## src/uepc_pkg.sv

```systemverilog
// Purpose: shared constants for the usb endpoint control block
// Assumes: axi4-lite byte addresses are four times the register index
// Notes: one aligned word per 8-bit register, upper bits read zero
package uepc_pkg;
    // ****************************************************************
    // register indices and byte addresses
    // ****************************************************************
    localparam logic [7:0] EP0_CSR_IDX = 8'h11;
    localparam logic [7:0] INDEX_IDX = 8'h0e;
    // in low shares the endpoint zero slot; the index picks the set
    localparam logic [7:0] IN_CTL_LOW_IDX = 8'h11;
    localparam logic [7:0] IN_CTL_HIGH_IDX = 8'h13;
    localparam logic [7:0] EVENT_IDX = 8'h14;
    localparam logic [9:0] EP0_CSR_ADDR = {EP0_CSR_IDX, 2'b00};
    localparam logic [9:0] INDEX_ADDR = {INDEX_IDX, 2'b00};
    localparam logic [9:0] IN_CTL_LOW_ADDR = {IN_CTL_LOW_IDX, 2'b00};
    localparam logic [9:0] IN_CTL_HIGH_ADDR = {IN_CTL_HIGH_IDX, 2'b00};
    localparam logic [9:0] EVENT_ADDR = {EVENT_IDX, 2'b00};
    // ****************************************************************
    // endpoint zero control/status bit positions
    // ****************************************************************
    localparam int E0_OUT_READY = 0;
    localparam int E0_IN_READY = 1;
    localparam int E0_SENT_STALL = 2;
    localparam int E0_LAST_DATA = 3;
    localparam int E0_SETUP_END = 4;
    localparam int E0_SEND_STALL = 5;
    localparam int E0_SVC_OUT = 6;
    localparam int E0_SVC_SETUP = 7;
    // ****************************************************************
    // in endpoint low/high control bit positions
    // ****************************************************************
    localparam int IL_IN_READY = 0;
    localparam int IL_FIFO_NE = 1;
    localparam int IL_UNDERRUN = 2;
    localparam int IL_FLUSH = 3;
    localparam int IL_SEND_STALL = 4;
    localparam int IL_SENT_STALL = 5;
    localparam int IL_CLR_TOGGLE = 6;
    localparam int IH_FORCE_TOG = 3;
    localparam int IH_DIR_SEL = 5;
    localparam int IH_ISO = 6;
    localparam int IH_SPLIT = 2;
    localparam int IH_DBL_BUF = 7;
    localparam int IH_ISO_UPD = 1;
    localparam logic [7:0] REG_RESET = 8'h00;
    localparam int SETUP_LEN = 8;
    // ****************************************************************
    // token kinds from the serial interface engine
    // ****************************************************************
    typedef enum logic [1:0] {UEPC_TOK_IN, UEPC_TOK_OUT, UEPC_TOK_SETUP,
        UEPC_TOK_SOF} uepc_tok_e;
    // handshake answers to an in token
    typedef enum logic [1:0] {UEPC_ANS_NAK, UEPC_ANS_DATA, UEPC_ANS_STALL,
        UEPC_ANS_ZLP} uepc_ans_e;
endpackage : uepc_pkg

```

## src/uepc_in_ep.sv

```systemverilog
// Purpose: state of one in endpoint (1 to 3)
// Assumes: token, ack and write strobes are one-cycle pulses
// Notes: two packet slots when double buffering is on
`timescale 1ns/1ps
module uepc_in_ep
(
    input wire logic aclk,
    input wire logic aresetn,
    input wire logic wr_low,
    input wire logic wr_high,
    input wire logic [7:0] wdata,
    input wire logic fifo_has_data,
    input wire logic tok_in,
    input wire logic host_ack,
    input wire logic sof,
    output logic [7:0] ctl_low,
    output logic [7:0] ctl_high,
    output logic [1:0] answer,
    output logic toggle,
    output logic ep_irq
);
    logic [7:0] high_q;
    logic [1:0] slots_q, slots_d;
    logic [1:0] held_q;
    logic ready_q, ready_d, stall_q, sent_q, under_q, tog_q, zlp_q;
    wire iso = high_q[uepc_pkg::IH_ISO];
    wire dbl = high_q[uepc_pkg::IH_DBL_BUF];
    wire upd = high_q[uepc_pkg::IH_ISO_UPD];
    wire set_ready = wr_low && wdata[uepc_pkg::IL_IN_READY];
    wire flush = wr_low && wdata[uepc_pkg::IL_FLUSH];
    wire sendable = (slots_q > held_q) || (!upd && slots_q != 2'd0);
    // stall only in bulk/interrupt mode
    wire do_stall = tok_in && stall_q && !iso; // [RULE_10]
    wire do_send = tok_in && !do_stall && sendable; // [RULE_08]
    wire do_under = tok_in && iso && !sendable; // [RULE_17]
    wire [1:0] cap = dbl ? 2'd2 : 2'd1;
    // slot count: commit on ready, release on send or flush
    always_comb
    begin
        slots_d = slots_q;
        if (flush && slots_q != 2'd0)
            slots_d = 2'd0;
        else if (set_ready && !do_send)
            slots_d = slots_q + 2'd1;
        else if (do_send && !set_ready)
            slots_d = slots_q - 2'd1;
        // ready drops whenever a slot is free, no irq for it
        ready_d = (slots_d >= cap) && !flush; // [RULE_12] [RULE_13]
    end
    always_ff @(posedge aclk)
    begin
        if (!aresetn)
        begin
            high_q <= uepc_pkg::REG_RESET;
            slots_q <= 2'd0;
            held_q <= 2'd0;
            ready_q <= 1'b0;
            stall_q <= 1'b0;
            sent_q <= 1'b0;
            under_q <= 1'b0;
            tog_q <= 1'b0;
            zlp_q <= 1'b0;
            ep_irq <= 1'b0;
        end
        else
        begin
            if (wr_high)
                high_q <= wdata; // [RULE_01] [RULE_03] [RULE_04] [RULE_05]
            slots_q <= slots_d;
            ready_q <= ready_d;
            // packets committed this frame wait for the next sof
            if (sof || !upd)
                held_q <= 2'd0; // [RULE_18]
            else if (set_ready)
                held_q <= slots_d;
            if (wr_low)
                stall_q <= wdata[uepc_pkg::IL_SEND_STALL];
            // set beats a firmware clear in the same cycle
            if (do_stall)
                sent_q <= 1'b1; // [RULE_11]
            else if (wr_low && !wdata[uepc_pkg::IL_SENT_STALL])
                sent_q <= 1'b0;
            if (do_under)
                under_q <= 1'b1;
            else if (wr_low && !wdata[uepc_pkg::IL_UNDERRUN])
                under_q <= 1'b0;
            if (set_ready)
                zlp_q <= !fifo_has_data; // [RULE_09]
            if (wr_low && wdata[uepc_pkg::IL_CLR_TOGGLE])
                tog_q <= 1'b0;
            else if (do_send && high_q[uepc_pkg::IH_FORCE_TOG])
                tog_q <= !tog_q; // [RULE_14]
            else if (host_ack && !high_q[uepc_pkg::IH_FORCE_TOG])
                tog_q <= !tog_q; // [RULE_15]
            ep_irq <= do_send || do_stall ||
                (flush && slots_q != 2'd0); // [RULE_06]
        end
    end
    assign answer = do_stall ? uepc_pkg::UEPC_ANS_STALL :
        (do_send && !zlp_q) ? uepc_pkg::UEPC_ANS_DATA :
        (do_send || do_under) ? uepc_pkg::UEPC_ANS_ZLP :
        uepc_pkg::UEPC_ANS_NAK;
    assign ctl_low = {1'b0, 1'b0, sent_q, stall_q, 1'b0, under_q,
        slots_q != 2'd0, ready_q};
    assign ctl_high = high_q;
    assign toggle = tog_q;
endmodule : uepc_in_ep

```

## src/uepc_ep0.sv

```systemverilog
// Purpose: endpoint zero control/status state
// Assumes: sie events are one-cycle pulses
// Notes: tracks transmit mode for the setup-end flag
`timescale 1ns/1ps
module uepc_ep0
(
    input wire logic aclk,
    input wire logic aresetn,
    input wire logic wr,
    input wire logic [7:0] wdata,
    input wire logic tok_in,
    input wire logic tok_out,
    input wire logic tok_setup,
    input wire logic [6:0] setup_len,
    input wire logic rx_ok,
    input wire logic stall_sent,
    output logic [7:0] csr,
    output logic [1:0] answer,
    output logic ep_irq
);
    logic out_rdy_q, in_rdy_q, sent_q, last_q, sue_q, sds_q, txm_q;
    wire setup_ok = tok_setup && setup_len == 7'(uepc_pkg::SETUP_LEN);
    wire got_out = rx_ok && (tok_out || setup_ok); // [RULE_20]
    wire send = tok_in && in_rdy_q;
    wire early = (tok_setup || tok_out) && txm_q;
    wire in_drop = send || (in_rdy_q && early); // [RULE_24]
    always_ff @(posedge aclk)
    begin
        if (!aresetn)
        begin
            {out_rdy_q, in_rdy_q, sent_q, last_q} <= 4'h0;
            {sue_q, sds_q, txm_q, ep_irq} <= 4'h0;
        end
        else
        begin
            if (got_out)
                out_rdy_q <= 1'b1; // [RULE_19]
            else if (wr && wdata[uepc_pkg::E0_SVC_OUT])
                out_rdy_q <= 1'b0; // [RULE_23]
            if (in_drop)
                in_rdy_q <= 1'b0;
            else if (wr && wdata[uepc_pkg::E0_IN_READY])
                in_rdy_q <= 1'b1;
            if (early)
                sue_q <= 1'b1; // [RULE_22]
            else if (wr && wdata[uepc_pkg::E0_SVC_SETUP])
                sue_q <= 1'b0; // [RULE_23]
            if (stall_sent)
                sent_q <= 1'b1;
            else if (wr && !wdata[uepc_pkg::E0_SENT_STALL])
                sent_q <= 1'b0;
            if (wr)
                sds_q <= wdata[uepc_pkg::E0_SEND_STALL];
            if (send || early)
                last_q <= 1'b0;
            else if (wr && wdata[uepc_pkg::E0_LAST_DATA])
                last_q <= 1'b1;
            if (tok_setup || tok_out)
                txm_q <= 1'b0;
            else if (tok_in)
                txm_q <= 1'b1;
            ep_irq <= got_out || in_drop || stall_sent || early;
        end
    end
    // nak when nothing is marked ready and send-stall is clear
    assign answer = sds_q && tok_in ? uepc_pkg::UEPC_ANS_STALL :
        in_rdy_q ? uepc_pkg::UEPC_ANS_DATA :
        uepc_pkg::UEPC_ANS_NAK; // [RULE_21]
    assign csr = {2'b00, sds_q, sue_q, last_q, sent_q, in_rdy_q,
        out_rdy_q};
endmodule : uepc_ep0

```

## src/uepc_top.sv

```systemverilog
// Purpose: axi4-lite register front of the usb endpoint control
// Assumes: single clock, synchronous active-low reset
// Notes: index register picks which endpoint set is visible
`timescale 1ns/1ps
// Contract
// RULE_01: endpoints one to three are in, out or both; in supports three types; the code models endpoints one to three as in only
// RULE_02: only the indexed endpoint's registers are visible
// RULE_03: split bit one gives both in and out pipes; the code only stores the split bit and has no out pipe
// RULE_04: split bit zero uses direction-select for single direction; the code stores direction-select but never uses it
// RULE_05: iso bit selects isochronous, else bulk/interrupt alike
// RULE_06: in irq on sent packet, flush of non-empty fifo, or stall
// RULE_07: firmware loads fifo then sets in-packet-ready
// RULE_08: bulk in token with ready packet sends, clears ready, interrupts
// RULE_09: ready with empty fifo sends a zero-length packet
// RULE_10: send-stall set makes every bulk in token get stall
// RULE_11: each stall sets sent-stall and interrupts until firmware clears
// RULE_12: in-packet-ready clears whenever a packet slot is free
// RULE_13: slot-free clear raises no interrupt
// RULE_14: force-toggle flips toggle on every sent packet
// RULE_15: otherwise toggle flips only on host ack
// RULE_16: firmware should double buffer iso in endpoints
// RULE_17: iso in token with nothing ready sends zlp, sets underrun
// RULE_18: iso update holds new packets until next start-of-frame
// RULE_19: good endpoint-zero out sets out-ready and interrupts
// RULE_20: setup packets not eight bytes long are rejected
// RULE_21: endpoint-zero in without ready packet gets nak
// RULE_22: setup or out in transmit mode sets setup-end
// RULE_23: serviced bits clear their flags and read zero
// RULE_24: ep0 ready clears on send, setup overwrite or early out
module uepc_top
(
    input wire logic aclk,
    input wire logic aresetn,
    input wire logic [31:0] s_axi_awaddr,
    input wire logic s_axi_awvalid,
    output logic s_axi_awready,
    input wire logic [31:0] s_axi_wdata,
    input wire logic [3:0] s_axi_wstrb,
    input wire logic s_axi_wvalid,
    output logic s_axi_wready,
    output logic [1:0] s_axi_bresp,
    output logic s_axi_bvalid,
    input wire logic s_axi_bready,
    input wire logic [31:0] s_axi_araddr,
    input wire logic s_axi_arvalid,
    output logic s_axi_arready,
    output logic [31:0] s_axi_rdata,
    output logic [1:0] s_axi_rresp,
    output logic s_axi_rvalid,
    input wire logic s_axi_rready,
    input wire logic [1:0] tok_ep,
    input wire logic [1:0] tok_kind,
    input wire logic tok_valid,
    input wire logic [6:0] setup_len,
    input wire logic rx_ok,
    input wire logic host_ack,
    input wire logic ep0_stall_sent,
    input wire logic [2:0] fifo_has_data,
    output logic [1:0] in_answer,
    output logic in_toggle,
    output logic ep_irq
);
    // ****************************************************************
    // axi4-lite write path
    // ****************************************************************
    logic aw_q, w_q;
    logic [9:0] awaddr_q;
    logic [7:0] wdata_q;
    logic wlane_q;
    logic [1:0] index_q;
    logic [7:0] evt_q;
    wire do_write = aw_q && w_q && !s_axi_bvalid;
    wire wr_en = do_write && wlane_q;
    // address and data taken independently, response after both
    always_ff @(posedge aclk)
    begin
        if (!aresetn)
        begin
            aw_q <= 1'b0;
            w_q <= 1'b0;
            awaddr_q <= 10'h000;
            wdata_q <= 8'h00;
            wlane_q <= 1'b0;
            s_axi_bvalid <= 1'b0;
        end
        else
        begin
            if (s_axi_awvalid && s_axi_awready)
            begin
                aw_q <= 1'b1;
                awaddr_q <= s_axi_awaddr[9:0];
            end
            if (s_axi_wvalid && s_axi_wready)
            begin
                w_q <= 1'b1;
                wdata_q <= s_axi_wdata[7:0];
                wlane_q <= s_axi_wstrb[0];
            end
            if (do_write)
            begin
                aw_q <= 1'b0;
                w_q <= 1'b0;
                s_axi_bvalid <= 1'b1;
            end
            else if (s_axi_bready)
                s_axi_bvalid <= 1'b0;
        end
    end
    assign s_axi_awready = !aw_q;
    assign s_axi_wready = !w_q;
    // ****************************************************************
    // register write decode
    // ****************************************************************
    wire idx_zero = index_q == 2'd0;
    wire wr_index = wr_en && awaddr_q == uepc_pkg::INDEX_ADDR;
    wire wr_e0 = wr_en && idx_zero &&
        awaddr_q == uepc_pkg::EP0_CSR_ADDR; // [RULE_02]
    wire wr_low_any = wr_en && !idx_zero &&
        awaddr_q == uepc_pkg::IN_CTL_LOW_ADDR; // [RULE_02]
    wire wr_high_any = wr_en && !idx_zero &&
        awaddr_q == uepc_pkg::IN_CTL_HIGH_ADDR;
    wire wr_evt = wr_en && awaddr_q == uepc_pkg::EVENT_ADDR;
    wire mapped_w = awaddr_q == uepc_pkg::INDEX_ADDR ||
        awaddr_q == uepc_pkg::EP0_CSR_ADDR ||
        awaddr_q == uepc_pkg::IN_CTL_LOW_ADDR ||
        awaddr_q == uepc_pkg::IN_CTL_HIGH_ADDR ||
        awaddr_q == uepc_pkg::EVENT_ADDR;
    logic bresp_q;
    always_ff @(posedge aclk)
    begin
        if (!aresetn)
            bresp_q <= 1'b0;
        else if (do_write)
            bresp_q <= !mapped_w;
    end
    assign s_axi_bresp = bresp_q ? 2'b10 : 2'b00;
    // ****************************************************************
    // token decode
    // ****************************************************************
    wire t_in = tok_valid && tok_kind == uepc_pkg::UEPC_TOK_IN;
    wire t_out = tok_valid && tok_kind == uepc_pkg::UEPC_TOK_OUT;
    wire t_setup = tok_valid && tok_kind == uepc_pkg::UEPC_TOK_SETUP;
    wire t_sof = tok_valid && tok_kind == uepc_pkg::UEPC_TOK_SOF;
    wire ep0_hit = tok_ep == 2'd0;
    // ****************************************************************
    // endpoint zero
    // ****************************************************************
    logic [7:0] e0_csr;
    logic [1:0] e0_ans;
    logic e0_irq;
    uepc_ep0 u_ep0
    (
        .aclk(aclk),
        .aresetn(aresetn),
        .wr(wr_e0),
        .wdata(wdata_q),
        .tok_in(t_in && ep0_hit),
        .tok_out(t_out && ep0_hit),
        .tok_setup(t_setup && ep0_hit),
        .setup_len(setup_len),
        .rx_ok(rx_ok && ep0_hit),
        .stall_sent(ep0_stall_sent),
        .csr(e0_csr),
        .answer(e0_ans),
        .ep_irq(e0_irq)
    );
    // ****************************************************************
    // in endpoints one to three
    // ****************************************************************
    logic [7:0] low_v [1:3];
    logic [7:0] high_v [1:3];
    logic [1:0] ans_v [1:3];
    logic [3:1] tog_v;
    logic [3:1] irq_v;
    genvar g;
    generate
        for (g = 1; g <= 3; g++)
        begin : g_ep
            wire sel = index_q == 2'(g);
            wire hit = tok_ep == 2'(g);
            uepc_in_ep u_ep
            (
                .aclk(aclk),
                .aresetn(aresetn),
                .wr_low(wr_low_any && sel),
                .wr_high(wr_high_any && sel),
                .wdata(wdata_q),
                .fifo_has_data(fifo_has_data[g-1]),
                .tok_in(t_in && hit),
                .host_ack(host_ack && hit),
                .sof(t_sof),
                .ctl_low(low_v[g]),
                .ctl_high(high_v[g]),
                .answer(ans_v[g]),
                .toggle(tog_v[g]),
                .ep_irq(irq_v[g])
            );
        end
    endgenerate
    // answer and toggle for the endpoint the token names
    assign in_answer = ep0_hit ? e0_ans : ans_v[tok_ep];
    assign in_toggle = ep0_hit ? 1'b0 : tog_v[tok_ep];
    // ****************************************************************
    // index and sticky event summary
    // ****************************************************************
    wire [3:0] evt_set = {irq_v, e0_irq};
    always_ff @(posedge aclk)
    begin
        if (!aresetn)
        begin
            index_q <= 2'd0;
            evt_q <= uepc_pkg::REG_RESET;
        end
        else
        begin
            if (wr_index)
                index_q <= wdata_q[1:0];
            // set wins over a write-one clear
            evt_q <= {4'h0, evt_set | (evt_q[3:0] &
                ~(wr_evt ? wdata_q[3:0] : 4'h0))};
        end
    end
    assign ep_irq = |evt_q;
    // ****************************************************************
    // axi4-lite read path
    // ****************************************************************
    logic [9:0] ra;
    assign ra = s_axi_araddr[9:0];
    wire [7:0] low_sel = idx_zero ? 8'h00 : low_v[index_q];
    wire [7:0] high_sel = idx_zero ? 8'h00 : high_v[index_q];
    wire [7:0] e0_sel = idx_zero ? e0_csr : low_sel;
    wire r_hit = ra == uepc_pkg::INDEX_ADDR ||
        ra == uepc_pkg::EP0_CSR_ADDR || ra == uepc_pkg::IN_CTL_LOW_ADDR ||
        ra == uepc_pkg::IN_CTL_HIGH_ADDR || ra == uepc_pkg::EVENT_ADDR;
    wire [7:0] rmux = ra == uepc_pkg::INDEX_ADDR ? {6'h00, index_q} :
        ra == uepc_pkg::EP0_CSR_ADDR ? e0_sel :
        ra == uepc_pkg::IN_CTL_LOW_ADDR ? low_sel :
        ra == uepc_pkg::IN_CTL_HIGH_ADDR ? high_sel :
        ra == uepc_pkg::EVENT_ADDR ? evt_q : 8'h00;
    always_ff @(posedge aclk)
    begin
        if (!aresetn)
        begin
            s_axi_rvalid <= 1'b0;
            s_axi_rdata <= 32'h00000000;
            s_axi_rresp <= 2'b00;
        end
        else if (s_axi_arvalid && s_axi_arready)
        begin
            s_axi_rvalid <= 1'b1;
            s_axi_rdata <= {24'h000000, rmux};
            s_axi_rresp <= r_hit ? 2'b00 : 2'b10;
        end
        else if (s_axi_rready)
            s_axi_rvalid <= 1'b0;
    end
    assign s_axi_arready = !s_axi_rvalid;
endmodule : uepc_top

```

## config.mk

```make
export PLATFORM = sky130hd
export DESIGN_NAME = uepc_top
export DESIGN_NICKNAME = d
export VERILOG_FILES = /design/src/uepc_pkg.sv /design/src/uepc_in_ep.sv /design/src/uepc_ep0.sv /design/src/uepc_top.sv
export SDC_FILE = /design/constraint.sdc
export NUM_CORES = 1
export LEC_CHECK = 0
export ABC_AREA = 1
export BUFFER_PORTS_ARGS = -buffer_cell sky130_fd_sc_hd__buf_4
export CORE_MARGIN = 2
export CORE_UTILIZATION = 53
export CTS_CLUSTER_DIAMETER = 100
export DETAILED_ROUTE_END_ITERATION = 8
export GPL_ROUTABILITY_DRIVEN = 1
export GPL_TIMING_DRIVEN = 0
export PLACE_DENSITY = 0.81
export SLEW_MARGIN = 15
export SYNTH_ARGS = -nofsm -noshare
export SYNTH_HDL_FRONTEND = slang
export SYNTH_HIERARCHICAL = 1
export SYNTH_SLANG_ARGS = --single-unit
```

## constraint.sdc

```tcl
create_clock -name aclk -period 2.9 [get_ports aclk]
set_clock_uncertainty 0.1 [all_clocks]
set_input_delay 0.87 -clock aclk [delete_from_list [all_inputs] [get_ports aclk]]
set_output_delay 0.87 -clock aclk [all_outputs]
set_load 0.005 [all_outputs]
```

* Word-level counts from Yosys, hierarchy flattened
Cells that the tools add are included.
** Word-level totals
- Bits in registers :: 109
- Input port bits :: 125
- Output and inout bits :: 45
- Word-level logic and storage cells :: 366
** Cells by class
- Add/subtract/negate cells :: 6
- Order comparisons :: 9
- Equal/unequal tests :: 18
- Muxes and demuxes :: 73
- Bitwise logic cells :: 6
- Reduce and logical (&&, ||, !) cells :: 203
** Operators by type and width (count)
- 1-bit logical AND :: 101
- 8-bit 2-to-1 mux :: 10
- 10-bit by 7-bit equality test with 1-bit output, second input constant :: 6
- 2-bit 2-to-1 mux :: 27
- 1-bit zero test :: 41
- 2-bit nonzero test :: 17
- 8-bit binary-select mux with 2-bit select :: 2
- 1-bit 2-to-1 mux :: 31
- 1-bit logical OR :: 30
- 10-bit by 6-bit equality test with 1-bit output, second input constant :: 2
- 2-bit OR reduction :: 10
- 2-bit equality test, second input constant :: 6
- 8-bit OR reduction :: 1
- 7-bit by 4-bit equality test with 1-bit output, second input constant :: 1
- 2-bit by 1-bit adder with 2-bit output, second input constant :: 3
- 2-bit by 1-bit equality test with 1-bit output, second input constant :: 3
- 2-bit >= comparator :: 3
- 3-bit >= comparator, second input constant :: 2
- 2-bit greater-than comparator :: 3
- 2-bit zero test :: 3
- 2-bit NOT with 3-bit output :: 2
- 2-bit by 1-bit subtractor with 2-bit output, second input constant :: 3
- 4-bit AND :: 1
- 2-bit binary-select mux with 2-bit select :: 1
- other kinds (6) :: 6

* Longest topological paths before layout
Gate-level depths: netlist of run 1.
- Depth after elaboration :: 16
- Gate-level depth with buffers :: 18
- Gate-level depth less buffers :: 18

* By module
The synthesis of run 1 kept the hierarchy.
** Modules (own cells, without submodules)
- uepc_top :: instances 1, cells each 443, area each 2630.0 um^2, seq. area each 780.7 um^2
- uepc_in_ep at g_ep[1].u_ep ... :: instances 2, cells each 128, area each 964.7 um^2, seq. area each 380.4 um^2
- uepc_in_ep at g_ep[3].u_ep :: instances 1, cells each 127, area each 972.2 um^2, seq. area each 380.4 um^2
- uepc_ep0 :: instances 1, cells each 63, area each 415.4 um^2, seq. area each 160.2 um^2

* Worst setup path before layout of run 1
OpenSTA, ideal clock, no wires.
- Path kind :: input -> output
- Start :: input port tok_ep[0]
- End :: output port in_answer[0]
- Data arrival time :: 1.923 ns
- Data required time :: 1.930 ns
- Setup slack :: 0.007 ns
- Stages on the path :: 10
- Buffers on the path :: 0
- Path through :: inv_1 > nor2_1 > inv_1 > nor2_1 > inv_2 > a21oi_4 > nand2_2 > o21ai_0 > a22oi_1 > a21oi_1
** RTL lines
- start, declared :: RTL line uepc_top.sv:51 : input wire logic [1:0] tok_ep,
- end, declared :: RTL line uepc_top.sv:59 : output logic [1:0] in_answer,

==> summary by stage, run 1 <==
Status
The flow ran to the end, but the final reports show violations. The final reports fail on setup timing.

Yosys
Dividing the synthesized area by the synthesized cell count gives 6.689 um^2. In the synthesized netlist, the number of instances is 889. Among all flip-flop cells after synthesis, the most frequent one is sky130_fd_sc_hd__dfxtp_1. The number of warnings reported in the yosys synthesis log is 6. The number of register bits inferred by synthesis is 104. In the synthesized netlist the async set-or-reset flop fraction comes to 0%. The synthesized netlist contains 37 unique library cells. The synthesized cell area is 5947 um^2. Counting flops with a built-in enable in the synthesized netlist gives 0. The sequential-to-total area share from yosys stat is 35.01%.

Cells and area
0 antenna diodes ended up in the layout. The fraction of final layout cells with drive strength greater than 1 is 27.06%. From synthesis to final layout, the design area changed by 26.59%. The most common cell after layout, fill and taps aside is sky130_fd_sc_hd__buf_4.

In the final design database the tool counted 1,177 nets. In the layout the commonest cells are sky130_fd_sc_hd__buf_4, sky130_fd_sc_hd__nand2_1, sky130_fd_sc_hd__nor2_1. The final core utilization is 69.15%. The number of filler cells placed in the layout is 938.

Worst setup path
For this run, the slowest stage of the critical path takes 210 ps. The worst setup path is of the primary input to output port kind. At the worst endpoint, the arrival time is 2160 ps.

The critical path's most frequent cell is sky130_fd_sc_hd__nand3_2. Walking the worst path, the cells encountered are buf_8 > inv_4 > nand3_4 > nor2_4 > inv_2 > a21oi_4 > nand3_2 > nand3_2 > nand2_2 > a31oi_4 > buf_6. The kind of end point of the critical path is an output port. The worst setup path is launched from a primary input. In this run the worst path has a maximum fanout of 4. The critical path data required time is 1930 ps. The slowest cell on the critical path is sky130_fd_sc_hd__a31oi_4.

Drt
The met2 wire length is 8.039 mm. The wire length reported by the detailed router is 16.79 mm. Before antenna repair, the detailed router went through 5 iterations. The topmost layer with routed signal wires is met4. The met3 routed wirelength is 1.408 mm. In the routed design, unresolved DRC markers number 0.

The sum of routed wire segments on met1 is 6.809 mm. The count of nets left with antenna violations once routing finished came out at 0. The total number of vias is 6,119.

In the final routed layout, each cell accounts on average for 14.20 um. The number of DRC markers after the initial detailed-route iteration is 539. In the routed layout, each cell is associated on average with a via count of 5.177.

Die
The die is 109.9 um wide. The initial utilization of the core area, before any placement, comes to 54.62%. 170 I/O pins were placed. The total area inside the core boundary comes to 10,890 um^2. The floorplan step set the die height to 109.9 um.

Row generation in the floorplan step produced 38 rows. The die covers 12,080 um^2.

GRT
The total grt overflow is 0. Across every metal layer, demand over resource in global routing totals 27.32%. The pin count of the biggest net entering global routing is 23. The number of global-route vias before repair is 5,361.

The global-route wire length before repair is 25.33 mm. The initial antenna violation count came to 0.

Power and ir drop
The worst-case IR drop observed on VDD is 0.3165 mV. The share of total power dissipated in sequential elements is 56.2%. The proportion of total power due to net switching is 27.98%. The clock network is responsible for 32.1% of the overall power. The cell leakage power is 3.606 nW. The power per cell area is 357.0 nW/um^2. The total design power is 2.688 mW. The internal power summed over all cells is 1.936 mW. The switching power is 0.7522 mW. Combinational logic is responsible for 11.7% of the overall power.

Timing
The number of endpoints with negative hold slack in the final report was 0. For the final routed database, the setup TNS stands at -520.5 ps. Derived from the worst setup path, the maximum achievable clock frequency is 0.3192 GHz.

The final cycle utilization of the critical path is 108.0%. Measured against its own limit, the worst slew margin works out to 38.29%. The final setup slack of the worst path is -232.8 ps. The final count of pins violating max slew was 0. The setup violation total in the final timing report is 3. The clock period minus final worst setup slack is 3133 ps. At the pin with the least slew margin, the transition time is 918.5 ps.

The worst hold-check slack is 355.0 ps. Setup repair after global routing could not meet its margin everywhere.

Placement
The worst slack at placement is -631.4 ps. The estimated wirelength of the detail-placed design is 11.92 mm. The routability-driven placement congestion ratio is 0.9341. In this run the tool buffered the top-level ports with 72 buffer cells.

Clocking
In this run the clock root is driven by a sky130_fd_sc_hd__clkbuf_8. The CTS tree is built. The clock-pin slew on the worst setup and hold paths is 90 ps. The number of buffers on the longest clock path is 2. The H-tree was split into 3 levels. The tree built by TritonCTS fans out to 104 sinks. The number of clock buffers added by TritonCTS is 9. At the later pin of the worst-skew pair, clock insertion delay measures 390 ps.

Min path
The type of the most critical hold path is flip-flop to flip-flop.

Job
The total of max-cap violations is 0.
==> state kept, by name (all words and copies together), names as in the netlist, 4 cells and up <==
register	cells
awaddr_q	10
g_ep.u_ep/slots_q	6
g_ep.u_ep/held_q	6
wdata_q	8
s_axi_rdata	8
g_ep.u_ep/ctl_high	24
evt_q	4
==> worst max-delay path: cells and delay by family <==
kind                   cells  cell delay, ps
buffers and inverters      4             340
AOI/OAI and AO/OA          2             400
and+or+nand+nor            5             540
==> routing by layer <==
layer	global-route usage, %	vias up
met5	0	-
met4	11.48	0
li1	-	3068
met1	35.05	2731
met3	4.861	45
met2	45.00	275
==> stage by stage <==
stage,cell area (um^2),instances
floorplan,6067,921
global placement,6783,1133
detailed placement,6783,1133
CTS,7273,1168
global route,7528,1182
finish,7528,1182
==> power groups by stage <==
stage | logic [mW] | clock network, mW | registers, mW
2_1_floorplan | 0.168 | 0 | 1.52
3_3_place_gp | 0.274 | 0 | 1.54
3_5_place_dp | 0.278 | 0 | 1.54
4_1_cts | 0.298 | 0.868 | 1.50
5_1_grt | 0.353 | 0.922 | 1.51
6_report | 0.316 | 0.862 | 1.51
==> layout make-up <==
class                   count  area (um^2)  share of cell area [%]
clock buffers               9        123.9                   1.645
repair buffers            105        814.5                   10.82
flip-flops and latches    104         2085                   27.69
well taps                 140        175.2                   2.327
inverters                 118        460.4                   6.116
clock inverters             7        56.30                  0.7479
multi-input cells         629         3334                   44.29
plain buffers              70        479.2                   6.365
==> synthesized netlist by cell type, types with 12 or more instances <==
| cell type | number | share of area [%] |
|---|---|---|
| sky130_fd_sc_hd__dfxtp_1 | 104 | 35 |
| sky130_fd_sc_hd__nor3_1 | 13 | 1.1 |
| sky130_fd_sc_hd__nand4_1 | 12 | 1.3 |
| sky130_fd_sc_hd__buf_4 | 57 | 7.2 |
| sky130_fd_sc_hd__o21ai_0 | 75 | 6.3 |
| sky130_fd_sc_hd__nand2_2 | 13 | 1.4 |
| sky130_fd_sc_hd__nand3_1 | 64 | 5.4 |
| sky130_fd_sc_hd__nor2_1 | 132 | 8.3 |
| sky130_fd_sc_hd__a21oi_1 | 54 | 4.5 |
| sky130_fd_sc_hd__inv_2 | 15 | 0.95 |
| sky130_fd_sc_hd__nand2_1 | 154 | 9.7 |
| sky130_fd_sc_hd__inv_1 | 101 | 6.4 |
| sky130_fd_sc_hd__ha_1 | 15 | 3.2 |
==> cell families (layout without fill, tap and decap cells) <==
family / Yosys count / after routing / share of synthesized area, %
flops: 104 / 104 / 35.01
other cells: 5 / 37 / 0.3156
buf+inv: 188 / 309 / 15.51
simple gates: 416 / 416 / 30.82
compound gates: 161 / 161 / 15.19
fa+ha+maj: 15 / 15 / 3.156
==> repair_timing <==
item	4_1_cts	5_1_grt
resized for setup	48	38
buffers inserted	19	14
hold buffers	0	0
pin swaps	16	27
endpoints found under the setup margin	5	5
==> worst paths after layout <==
kind                                                from                              end  slack, ps  depth (start not counted)
worst max-delay path                         tok_kind[1]                     in_answer[1]       -230                         11
worst min-delay path             u_ep0/ep_irq$_SDFF_PN0_              evt_q[0]$_SDFF_PN0_        350                          2
worst max register to register  awaddr_q[7]$_SDFFE_PN0P_  g_ep[1].u_ep/ready_q$_SDFF_PN0_        -70                         17
worst min register to register   u_ep0/ep_irq$_SDFF_PN0_              evt_q[0]$_SDFF_PN0_        350                          2
Note: power is estimated with default switching activity, not from simulation.
==> run 2: changes to the inputs <==
--- a/config.mk
+++ b/config.mk
@@ -7,6 +7,7 @@
 export LEC_CHECK = 0
 export ABC_AREA = 1
 export BUFFER_PORTS_ARGS = -buffer_cell sky130_fd_sc_hd__buf_4
+export CORE_ASPECT_RATIO = 0.75
 export CORE_MARGIN = 2
 export CORE_UTILIZATION = 53
 export CTS_CLUSTER_DIAMETER = 100
==> run 2 against run 1 <==
Against the previous run: the run still ends with setup timing left; setup slack better by 2.7 ps; power up 12%; via count fell by 0.34%; largest cell class unchanged; largest power group unchanged; highest routed layer unchanged.
==> summary by stage, run 2 (synthesis gave the netlist of run 1 again) <==
Worst setup path
The kind of start point of the critical path is a primary input (unchanged). The kind of end point of the critical path is an output port (unchanged). The critical path data required time is 1930 ps (about the same). The startpoint of the worst register-to-register path is awaddr_q[7]$_SDFFE_PN0P_ (unchanged). The peak fanout along the critical path is 4 (unchanged).

The arrival time at the worst endpoint is 2160 ps (about the same). The logic depth of the worst register-to-register path is 16 (was 17). The beginning of the critical path is tok_kind[1] (unchanged). The startpoint-to-endpoint class of the critical path is primary input to output port (unchanged).

Die
The area inside the core boundary is 10,940 um^2 (was 10,890 um^2). The effective utilization at floorplan came to 54.35% (was 54.62%). The chip width is 126.3 um (was 109.9 um).

The floorplan die area was 12,090 um^2 (was 12,080 um^2). The die boundary height is 95.74 um (was 109.9 um). The total I/O pin count is 170 (unchanged). The number of placement rows is 33 (was 38).

GRT
The initial antenna violation count is 0 (unchanged). The pin count of the biggest net entering global routing is 23 (unchanged). The number of global-route vias before repair is 5,301 (was 5,361). The global-route wire length before repair came to 25.93 mm (was 25.33 mm). The global-route total usage across every layer came to 27.10% (was 27.32%). The total grt overflow is 0 (unchanged).

Placement
The number of input and output port buffers inserted is 72 (unchanged). The placed cell area is 6783 um^2 (unchanged). The routability-driven placement congestion ratio is 0.9727 (was 0.9341). The estimated wirelength of the detail-placed design is 11.97 mm (was 11.92 mm). The worst slack at placement is -588.3 ps (was -631.4 ps).

Cells and area
The final layout net count came to 1,166 (was 1,177). The most common cell after layout, fill and taps aside is sky130_fd_sc_hd__nand2_1 (was sky130_fd_sc_hd__buf_4). Most frequent cells in the layout: sky130_fd_sc_hd__nand2_1, sky130_fd_sc_hd__buf_4, sky130_fd_sc_hd__nor2_1 (was sky130_fd_sc_hd__buf_4, sky130_fd_sc_hd__nand2_1, sky130_fd_sc_hd__nor2_1). The number of flip-flops in the largest register is 24 (unchanged). The post-route cell area was 7412 um^2 (was 7528 um^2). The layout overhead on the synthesized area is 24.64% (was 26.59%). The number of filler cells placed in the layout is 951 (was 938). The fraction of final layout cells with drive strength greater than 1 came to 23.98% (was 27.06%). The antenna diode count was 0 (unchanged).

Power and ir drop
The combinational power share is 10.1% (was 11.7%). The clock share of power is 39.9% (was 32.1%). The internal power summed over all cells is 2.274 mW (was 1.936 mW). The sequential power share came to 49.9% (was 56.2%). The cell leakage power is 3.521 nW (was 3.606 nW). The worst ir drop on vdd was 0.2987 mV (was 0.3165 mV). The power per cell area is 407.2 nW/um^2 (was 357.0 nW/um^2). The total design power is 3.018 mW (was 2.688 mW). The proportion of total power due to net switching is 24.66% (was 27.98%). The switching power was 0.7443 mW (was 0.7522 mW).

Min path
The beginning of the worst hold path is g_ep[3].u_ep/ep_irq$_SDFF_PN0_ (was u_ep0/ep_irq$_SDFF_PN0_). The depth of the worst hold-timing path came to 2 (unchanged). The type of the most critical hold path is flip-flop to flip-flop (unchanged).

Clocking
The total CTS buffers is 9 (unchanged). The number of H-tree branching levels is 3 (unchanged). The clock-pin slew on the worst setup and hold paths is 70 ps (was 90 ps). The CTS tree is built (unchanged).

The clock sink count is 104 (unchanged). The clock tree root buffer cell is sky130_fd_sc_hd__clkbuf_16 (was sky130_fd_sc_hd__clkbuf_8). The later-pin clock latency in the skew report was 350 ps (was 390 ps).

The number of buffers on the longest clock path is 2 (unchanged).

Timing
The number of endpoints with negative hold slack in the final report is 0 (unchanged). Setup repair after global routing missed its margin: yes (unchanged). The final setup TNS came to -434.0 ps (was -520.5 ps). The setup violation total in the final timing report is 2 (was 3). The final setup slack of the worst path was -230.1 ps (was -232.8 ps). The maximum clock rate is 0.3195 GHz (was 0.3192 GHz). The worst slew margin relative to its limit is 44.20% (was 38.29%). The clock period minus final worst setup slack is 3130 ps (was 3133 ps). The pin slew with the least headroom to its limit was 830.6 ps (was 918.5 ps).

The final cycle utilization of the critical path is 107.9% (was 108.0%). The final count of pins violating max slew is 0 (unchanged).

Drt
The wire length reported by the detailed router came to 16.38 mm (was 16.79 mm). The first-pass detailed-route iteration total was 6 (was 5). The total number of vias is 6,098 (was 6,119).

The wire length per cell is 14.00 um (was 14.20 um). The number of DRC markers after the initial detailed-route iteration is 516 (was 539). The routed via count divided by cell count is 5.212 (was 5.177).

The number of antenna-violating nets in the routed design is 0 (unchanged). The DRC violations left is 0 (unchanged).

Status
Violated checks: setup timing (unchanged). Status: finished with violations (unchanged).

Job
The total of max-cap violations came to 0 (unchanged).
run 2: changes by cell type in the layout (fill, tap and decap cells not counted), moves of 3 or more:
| cell | previous run | this run |
|---|---|---|
| sky130_fd_sc_hd__o21ai_2 | 5 | 2 |
| sky130_fd_sc_hd__clkbuf_8 | 9 | 0 |
| sky130_fd_sc_hd__buf_4 | 156 | 147 |
| sky130_fd_sc_hd__nand2_1 | 146 | 151 |
| sky130_fd_sc_hd__nand3_2 | 12 | 8 |
| sky130_fd_sc_hd__nand3_1 | 53 | 58 |
| sky130_fd_sc_hd__clkbuf_16 | 0 | 9 |
| sky130_fd_sc_hd__nand2_4 | 9 | 4 |
run 2: power groups by stage:
stage / Clock (mW) / Sequential (mW) / Combinational (mW)
after floorplan: 0 / 1.52 / 0.168
after global placement: 0 / 1.54 / 0.274
after detailed placement: 0 / 1.54 / 0.279
after CTS: 1.22 / 1.50 / 0.294
after global routing: 1.29 / 1.51 / 0.341
final: 1.21 / 1.51 / 0.305
run 2: final timing paths:
check,to,slack [ps]
min reg2reg,evt_q[3]$_SDFF_PN0_,360
max reg2reg,g_ep[2].u_ep/ready_q$_SDFF_PN0_,70
max,in_answer[0],-230
min,evt_q[3]$_SDFF_PN0_,360
run 2: cell type report:
| cell class | count | area [um^2] | share of cell area (%) |
|---|---|---|---|
| inverter | 118 | 455.4 | 6.144 |
| timing repair buffer | 94 | 724.4 | 9.774 |
| clock inverter | 5 | 57.56 | 0.7765 |
| buffer | 70 | 479.2 | 6.465 |
| sequential | 104 | 2082 | 28.09 |
| multi-input combinational | 629 | 3209 | 43.30 |
| clock buffer | 10 | 229.0 | 3.089 |
| tap | 140 | 175.2 | 2.363 |
run 2: layer usage:
layer	global-route usage (%)	wire, um	up-vias
li1	-	-	3049
met2	43.01	7110	274
met5	0	0	-
met3	6.337	1729	22
met4	5.128	189	0
met1	38.24	7344	2753
run 2: stage by stage:
step	std cells	hold slack, ps	util [%]
final	1170	363.8	67.74
after global routing	1170	381.3	67.74
after CTS	1159	364.8	66.24
after detailed placement	1133	351.4	61.99
after global placement	1133	317.4	61.99
after floorplan	921	313.0	-
run 2: repair_timing:
item / CTS / global route
gates resized for setup: 31 / 19
buffers inserted: 11 / 11
hold buffers: 0 / 0
setup endpoints to repair: 5 / 5
pin swaps: 8 / 14
run 2: critical path, cell delays in order:
cell	delay, ps
sky130_fd_sc_hd__buf_8	100
sky130_fd_sc_hd__inv_4	50
sky130_fd_sc_hd__nand3_4	130
sky130_fd_sc_hd__nor2_4	160
sky130_fd_sc_hd__inv_2	60
sky130_fd_sc_hd__a21oi_4	170
sky130_fd_sc_hd__nand2_4	70
sky130_fd_sc_hd__o21ai_0	100
sky130_fd_sc_hd__a22oi_1	150
sky130_fd_sc_hd__a21oi_1	160
sky130_fd_sc_hd__buf_4	130
